==> config.mk <==
export PLATFORM = sky130hd
export DESIGN_NAME = byte_alu
export DESIGN_NICKNAME = d
export VERILOG_FILES = /design/src/pkg/alu_pkg.sv /design/src/pkg/dir_if.sv /design/src/logic/direction_bank.sv /design/src/logic/byte_alu.sv
export SDC_FILE = /design/constraint.sdc
export NUM_CORES = 1
export LEC_CHECK = 0
export ABC_AREA = 1
export BUFFER_PORTS_ARGS = -buffer_cell sky130_fd_sc_hd__buf_2
export CAP_MARGIN = 20
export CORE_AREA = 2 2 96 98
export CTS_CLUSTER_DIAMETER = 60
export DETAILED_ROUTE_END_ITERATION = 8
export DIE_AREA = 0 0 98 100
export SLEW_MARGIN = 10
export SYNTH_ARGS = -nofsm -noshare
export SYNTH_HDL_FRONTEND = slang
export SYNTH_SLANG_ARGS = --single-unit
export TNS_END_PERCENT = 50
==> constraint.sdc <==
create_clock -name clock -period 2.47 [get_ports clock]
set_input_delay 0.494 -clock clock [delete_from_list [all_inputs] [get_ports clock]]
set_output_delay 0.494 -clock clock [all_outputs]
set_load 0.05 [all_outputs]
==> src/pkg/alu_pkg.sv <==
// Constants, operation codes and field layout shared by the byte datapath files
package alu_pkg;
	// ---------------------------------------------------------------
	// Widths and field positions
	// ---------------------------------------------------------------
	localparam int DATA_W     = 8;
	localparam int DATA_MSB   = 7;
	localparam int ADDR_W     = 7;
	localparam int NIB_W      = 4;
	localparam int NIB_LO_MSB = 3;
	localparam int NIB_HI_LSB = 4;
	localparam int DIR_COUNT  = 3;
	localparam int DIR_IDX_W  = 2;

	// ---------------------------------------------------------------
	// Operand ranges and reset values
	// ---------------------------------------------------------------
	localparam logic [ADDR_W-1:0]    FILE_ADDR_MAX = 7'h7f;
	localparam logic [ADDR_W-1:0]    DIR_SEL_FIRST = 7'h05;
	localparam logic [ADDR_W-1:0]    DIR_SEL_LAST  = 7'h07;
	localparam logic [DATA_W-1:0]    ACC_RESET     = 8'h00;
	localparam logic [DATA_W-1:0]    DIR_RESET     = 8'hff;
	localparam logic [DATA_W-1:0]    ZERO_BYTE     = 8'h00;
	localparam logic [ADDR_W-1:0]    ADDR_RESET    = 7'h00;
	localparam logic                 FLAG_RESET    = 1'b0;
	localparam logic                 DEST_ACC      = 1'b0;
	localparam logic                 DEST_FILE     = 1'b1;

	// ---------------------------------------------------------------
	// Operation codes, one-hot
	// ---------------------------------------------------------------
	typedef enum logic [5:0] {
		subtract_acc_from_file = 6'h01,
		subtract_with_borrow   = 6'h02,
		nibble_swap_op         = 6'h04,
		xor_literal_op         = 6'h08,
		xor_file_op            = 6'h10,
		load_direction_op      = 6'h20
	} alu_op_t;
endpackage

==> src/pkg/dir_if.sv <==
// Interface between the datapath and its port-direction register bank
`timescale 1ns/10ps
interface dir_if;
	import alu_pkg::*;
	logic                              wr;
	logic [DIR_IDX_W-1:0]              sel;
	logic [DATA_W-1:0]                 data;
	logic [DIR_COUNT-1:0][DATA_W-1:0]  dir;

	modport master (output wr, output sel, output data, input dir);
	modport bank   (input wr, input sel, input data, output dir);
endinterface

==> src/logic/direction_bank.sv <==
// Bank of port-direction registers written from the accumulator
`timescale 1ns/10ps
module direction_bank (
	input  wire logic clock, // Core clock
	input  wire logic ce,    // Clock enable, freezes state when low
	input  wire logic rst,   // Synchronous reset, active high
	dir_if.bank       dbus   // Write port and register contents
);
	import alu_pkg::*;

	// ---------------------------------------------------------------
	// One register per port
	// ---------------------------------------------------------------
	genvar i;
	generate
		for (i = 0; i < DIR_COUNT; i++) begin : g_dir
			logic [DATA_W-1:0] dir_q;
			logic [DATA_W-1:0] dir_d;
			always_comb begin
				dir_d = dir_q;
				if (dbus.wr && (dbus.sel == DIR_IDX_W'(i))) begin
					dir_d = dbus.data;
				end
			end
			always_ff @(posedge clock) begin
				if (rst) begin
					dir_q <= DIR_RESET;
				end else if (ce) begin
					dir_q <= dir_d;
				end
			end
			assign dbus.dir[i] = dir_q;
		end
	endgenerate
endmodule

==> src/logic/byte_alu.sv <==
// Execution datapath: subtract, subtract with borrow, nibble swap, xor, direction load
//
// Design decisions made here: the plain strobed port and the placing of the registers.
`timescale 1ns/10ps
// Overview of operation
// - Subtract from file computes file minus accumulator and sends it to acc (d=0) or file (d=1), address up to 127.
// - After subtract, carry is clear when acc exceeds file, nibble carry likewise on low nibbles, zero from result.
// - Subtract with borrow also takes away the inverted carry and updates carry, nibble carry and zero.
// - Subtract with borrow sends its result to acc when d is 0 and to the file register when d is 1.
// - Nibble swap exchanges the two halves of the file byte and leaves every flag alone.
// - Nibble swap sends the swapped byte to acc when d is 0 and to the file register when d is 1.
// - Xor literal combines acc with an 8-bit immediate, stores in acc and changes only zero.
// - Direction load copies acc into port A, B or C direction for operand 5, 6 or 7, flags untouched.
// - Xor file combines acc with the file byte, routes by d and changes only zero.
module byte_alu (
	input  wire logic                          clock,             // Core clock, 50 MHz
	input  wire logic                          ce,                // Clock enable
	input  wire logic                          rst,               // Synchronous reset, high
	input  wire logic                          op_valid,          // Operation issued this cycle
	input  wire alu_pkg::alu_op_t              op_code,           // One-hot operation code
	input  wire logic                          dest_bit,          // 0 to acc, 1 to file
	input  wire logic [alu_pkg::ADDR_W-1:0]    file_addr,         // File address or direction select
	input  wire logic [alu_pkg::DATA_W-1:0]    file_rd_data,      // Addressed file register value
	input  wire logic [alu_pkg::DATA_W-1:0]    literal,           // Immediate operand
	output logic      [alu_pkg::DATA_W-1:0]    acc,               // Accumulator
	output logic                               carry_flag,        // Carry, inverse of borrow
	output logic                               nibble_carry_flag, // Low-nibble carry
	output logic                               zero_flag,         // Result was zero
	output logic                               file_we,           // File write pulse
	output logic      [alu_pkg::ADDR_W-1:0]    file_wr_addr,      // File write address
	output logic      [alu_pkg::DATA_W-1:0]    file_wr_data,      // File write data
	output logic                               op_done,           // Operation completed pulse
	output logic                               op_error,          // Bad code or selector pulse
	output logic      [alu_pkg::DATA_W-1:0]    port_a_direction,  // Port A direction
	output logic      [alu_pkg::DATA_W-1:0]    port_b_direction,  // Port B direction
	output logic      [alu_pkg::DATA_W-1:0]    port_c_direction   // Port C direction
);
	import alu_pkg::*;

	// ---------------------------------------------------------------
	// State
	// ---------------------------------------------------------------
	logic [DATA_W-1:0] acc_q, acc_d;
	logic              carry_q, carry_d;
	logic              nib_q, nib_d;
	logic              zero_q, zero_d;
	logic              we_q, we_d;
	logic [ADDR_W-1:0] waddr_q, waddr_d;
	logic [DATA_W-1:0] wdata_q, wdata_d;
	logic              done_q, done_d;
	logic              err_q, err_d;

	logic [DATA_W:0]   diff_full;
	logic [NIB_W:0]    diff_low;
	logic              borrow;
	logic [DATA_W-1:0] result;
	logic              route;
	logic              addr_ok;

	dir_if dbus ();

	// ---------------------------------------------------------------
	// Next-state logic
	// ---------------------------------------------------------------
	always_comb begin
		acc_d     = acc_q;
		carry_d   = carry_q;
		nib_d     = nib_q;
		zero_d    = zero_q;
		we_d      = 1'b0;
		waddr_d   = waddr_q;
		wdata_d   = wdata_q;
		done_d    = 1'b0;
		err_d     = 1'b0;
		borrow    = 1'b0;
		result    = ZERO_BYTE;
		route     = 1'b0;
		diff_full = '0;
		diff_low  = '0;
		dbus.wr   = 1'b0;
		dbus.sel  = '0;
		dbus.data = acc_q;
		addr_ok   = (file_addr <= FILE_ADDR_MAX);
		if (op_valid) begin
			done_d = 1'b1;
			case (op_code)
				subtract_acc_from_file, subtract_with_borrow: begin
					// Carry holds not-borrow, so the borrow in is its inverse
					if (op_code == subtract_with_borrow) begin
						borrow = ~carry_q;
					end
					diff_full = {1'b0, file_rd_data} - {1'b0, acc_q}
						- {{DATA_W{1'b0}}, borrow};
					diff_low  = {1'b0, file_rd_data[NIB_LO_MSB:0]}
						- {1'b0, acc_q[NIB_LO_MSB:0]} - {{NIB_W{1'b0}}, borrow};
					result  = diff_full[DATA_MSB:0];
					carry_d = ~diff_full[DATA_W];
					nib_d   = ~diff_low[NIB_W];
					zero_d  = (result == ZERO_BYTE);
					route   = 1'b1;
				end
				nibble_swap_op: begin
					result = {file_rd_data[NIB_LO_MSB:0],
						file_rd_data[DATA_MSB:NIB_HI_LSB]};
					route  = 1'b1;
				end
				xor_literal_op: begin
					result = acc_q ^ literal;
					acc_d  = result;
					zero_d = (result == ZERO_BYTE);
				end
				xor_file_op: begin
					result = acc_q ^ file_rd_data;
					zero_d = (result == ZERO_BYTE);
					route  = 1'b1;
				end
				load_direction_op: begin
					// Selectors outside 5..7 load nothing and are reported
					if ((file_addr >= DIR_SEL_FIRST) && (file_addr <= DIR_SEL_LAST)) begin
						dbus.wr  = 1'b1;
						dbus.sel = DIR_IDX_W'(file_addr - DIR_SEL_FIRST);
					end else begin
						err_d = 1'b1;
					end
				end
				default: begin
					done_d = 1'b0;
					err_d  = 1'b1;
				end
			endcase
			if (route) begin
				if (dest_bit == DEST_FILE) begin
					we_d    = addr_ok;
					waddr_d = file_addr;
					wdata_d = result;
					err_d   = ~addr_ok;
				end else begin
					acc_d = result;
				end
			end
		end
	end

	// ---------------------------------------------------------------
	// Registers
	// ---------------------------------------------------------------
	always_ff @(posedge clock) begin
		if (rst) begin
			acc_q   <= ACC_RESET;
			carry_q <= FLAG_RESET;
			nib_q   <= FLAG_RESET;
			zero_q  <= FLAG_RESET;
			we_q    <= 1'b0;
			waddr_q <= ADDR_RESET;
			wdata_q <= ZERO_BYTE;
			done_q  <= 1'b0;
			err_q   <= 1'b0;
		end else if (ce) begin
			acc_q   <= acc_d;
			carry_q <= carry_d;
			nib_q   <= nib_d;
			zero_q  <= zero_d;
			we_q    <= we_d;
			waddr_q <= waddr_d;
			wdata_q <= wdata_d;
			done_q  <= done_d;
			err_q   <= err_d;
		end
	end

	direction_bank u_dir (
		.clock (clock),
		.ce    (ce),
		.rst   (rst),
		.dbus  (dbus.bank)
	);

	assign acc               = acc_q;
	assign carry_flag        = carry_q;
	assign nibble_carry_flag = nib_q;
	assign zero_flag         = zero_q;
	assign file_we           = we_q;
	assign file_wr_addr      = waddr_q;
	assign file_wr_data      = wdata_q;
	assign op_done           = done_q;
	assign op_error          = err_q;
	assign port_a_direction  = dbus.dir[0];
	assign port_b_direction  = dbus.dir[1];
	assign port_c_direction  = dbus.dir[2];
endmodule

==> summary.txt <==
run status: completed
Non-Filler Instances: 728
PwrDens: 418 nW/µm²
initial antenna violation count: 0
Register Area: 1060 µm²
maximum vdd drop: 0.371 mV
Multi-input gate area: 2060 µm²
Avg Cell Area, Syn: 6.70 µm²
EDFF count, synth: 0
Placer Congestion: 0.879
Reg-to-Reg End: zero_flag$_SDFFE_PP0P_
# rows: 35
die area: 9800 µm²
leak pwr: 2.26 nW
layout cells sized above 1: 25.0%
Hold Buf Count CTS: 0
DRC violations left: 0
slew margin rel.: 74.9%
Tot GR Track Use: 20.6%
final HPWL from detailed placement: 7980 µm
adder and majority gate portion of the synthesized area: 7.01%
mux cell area share after synthesis: 0%
Initial Util: 38.5%
Detail Route Antenna Nets: 0
drt first pass iters: 4
post-route clock skew: 12.4 ps
largest family of logic cells by synthesized area: simple AND/OR/NAND/NOR gates
min-delay src: file_addr[6]
Final setup viols: 0
Syn Nets: 563
Tightest Pin Transition: 373 ps
WHS: 454 ps
Synth Area in XOR/XNOR: 4.86%
CTS resizes: 0
largest net degree at the start of global routing: 33
worst path required time: 2720 ps
max-cap violation count: 0
CP Class: input pin to flop
most frequent cells in the layout: nand2_1 (132), buf_2 (86), inv_1 (61)
core area: 8890 µm²
Simple-Gate Fraction of Synth Area: 37.8%
IO Pins: 87
Worst Path Arrival: 2560 ps
Post-Place Cells: 720
first-pass GRT wire length: 16400 µm
H-tree depth: 2
Detailed Route WL: 10300 µm
via count: 3543
final net count: 668
final hold vios: 0
die width: 98 µm
Synth Instances: 511
RSZ-0062 raised after global routing: false
Sink Count: 53
Final Cycle Share: 93.6%
Hold EP: file_wr_addr[6]$_SDFFE_PP0P_
DR WL/cell: 14.2 µm
Detailed Route Iter0 Violations: 162
Syn. warnings: 0
Hold WC Path Type: input pin to flop
Synth cell types: 34
CP Capture Type: flop
IO Port Bufs: 86
Synth Area in Compound Gates: 8.95%
Pins Over Slew Limit: 0
Reg clk slew, reported paths: 100 ps
cts bufs inserted: 5
Post CTS Setup Buffer Count: 0
area grow syn2layout: 24.6%
CTS tree: yes
Die Y: 100 µm
root buf cell: clkbuf_8
total negative setup slack: 0 ps
Critical Path Source Type: input pin
Worst R2R Path Depth: 13
hold path cells: 3
# diodes: 0
FFs w/ async S/R, synth: 0%
number of synthesized register bits: 53
Peak Freq: 433 MHz
CP max FO: 4
Worst R2R Start: carry_flag$_SDFFE_PP0P_
CTS max path bufs: 2
reg2reg setup slack: 180 ps
Most used DFF post-synth: dfxtp_1
filler cell count in the final layout: 943
number of global-route vias before repair: 3354
total design power: 0.00178 W
synthesized area: 3430 µm²
commonest non-fill, non-tap cell in the layout: nand2_1
min Tclk post-route: 2310 ps
GR Overflow Total: 0
worst-skew pair later-pin latency: 300 ps
vias per cell: 4.87
register area share after synthesis: 31.0%
==> area by class of cell <==
| class | instances | share of cell area, % |
|---|---|---|
| clock buffers | 7 | 2.02 |
| inverters | 65 | 5.77 |
| well taps | 111 | 3.25 |
| flip-flops and latches | 53 | 24.9 |
| clock inverters | 1 | 0.703 |
| multi-input cells | 376 | 48.2 |
| repair buffers | 115 | 15.2 |
==> report_power, final <==
| part | total (W) | internal (W) | switching (W) |
|---|---|---|---|
| clock | 0.000619 | 0.000331 | 0.000288 |
| combinational | 0.000303 | 0.000108 | 0.000195 |
| sequential | 0.000862 | 0.000859 | 0.00000332 |
| total | 0.00178 | 0.00130 | 0.000486 |
==> cell usage after synthesis (2+ instances only) <==
cell        n  area [µm²]
fa_1        2        40.0
o21ai_0    20         100
dfxtp_1    53        1060
nand2_1   137         514
inv_1      61         229
nor3_1      6        30.0
o21ai_1     2        10.0
o21a_1      3        22.5
o211ai_1    2        15.0
ha_1       16         200
nand3_4     3        52.6
inv_2       2        7.51
nor2_4      3        33.8
xnor2_1     6        52.6
clkbuf_1    7        26.3
xor2_1     13         114
buf_2       4        20.0
nand4_1    10        62.6
nand2_4     3        33.8
nand3_1    61         305
nor2_1     51         191
buf_6       5        56.3
a21oi_1    29         145
nor2_2      2        12.5
==> how the worst max path moves through the flow <==
| stage | start | end |
|---|---|---|
| global route | op_code[5] | acc[0]$_SDFFE_PP0P_ |
| floorplan | op_code[5] | zero_flag$_SDFFE_PP0P_ |
| global placement | op_code[2] | zero_flag$_SDFFE_PP0P_ |
| CTS | op_code[2] | zero_flag$_SDFFE_PP0P_ |
| detailed placement | op_code[2] | zero_flag$_SDFFE_PP0P_ |
| finish | op_code[5] | zero_flag$_SDFFE_PP0P_ |
==> metrics by stage <==
step	cell area [µm²]	worst slack [ps]	util, %
after floorplan	3430	11.9	-
after global placement	4110	-219	46.2
after detailed placement	4110	-291	46.2
after CTS	4220	16.7	47.5
after global routing	4270	3.26	48.0
final	4270	158	48.0
==> logic make-up after synthesis <==
family / Yosys count
buffers and inverters: 82
AND/OR/NAND/NOR: 281
XOR/XNOR: 19
adder cells (fa/ha/maj): 18
flip-flops: 53
AO/OA/AOI/OAI: 58
==> per-layer routing <==
metal	vias to the layer above	global-route usage (%)	share of wire, %
met1	1581	28.4	47
met5	-	0	0
met2	116	34.8	46
met4	0	3.21	0.87
li1	1838	-	-
met3	8	3.48	6.6
==> critical path, stage by stage <==
cell	delay [ps]
buf_2	100
inv_1	80
nand2_2	70
nor2_4	140
nand2_2	70
fa_1	530
inv_1	50
ha_1	180
o21ai_2	130
nand2_2	110
nand2_2	110
nand3_2	70
and2_1	160
nor2_1	90
nand2_1	70
a21oi_2	110
==> flip-flops by register name, indices dropped and copies added (netlist names) <==
name / cells
acc: 8
file_wr_addr: 7
file_we: 1
file_wr_data: 8
op_done: 1
nibble_carry_flag: 1
op_error: 1
carry_flag: 1
zero_flag: 1
u_dir.g_dir.dir_q: 24
Note: power is estimated with default switching activity, not from simulation.
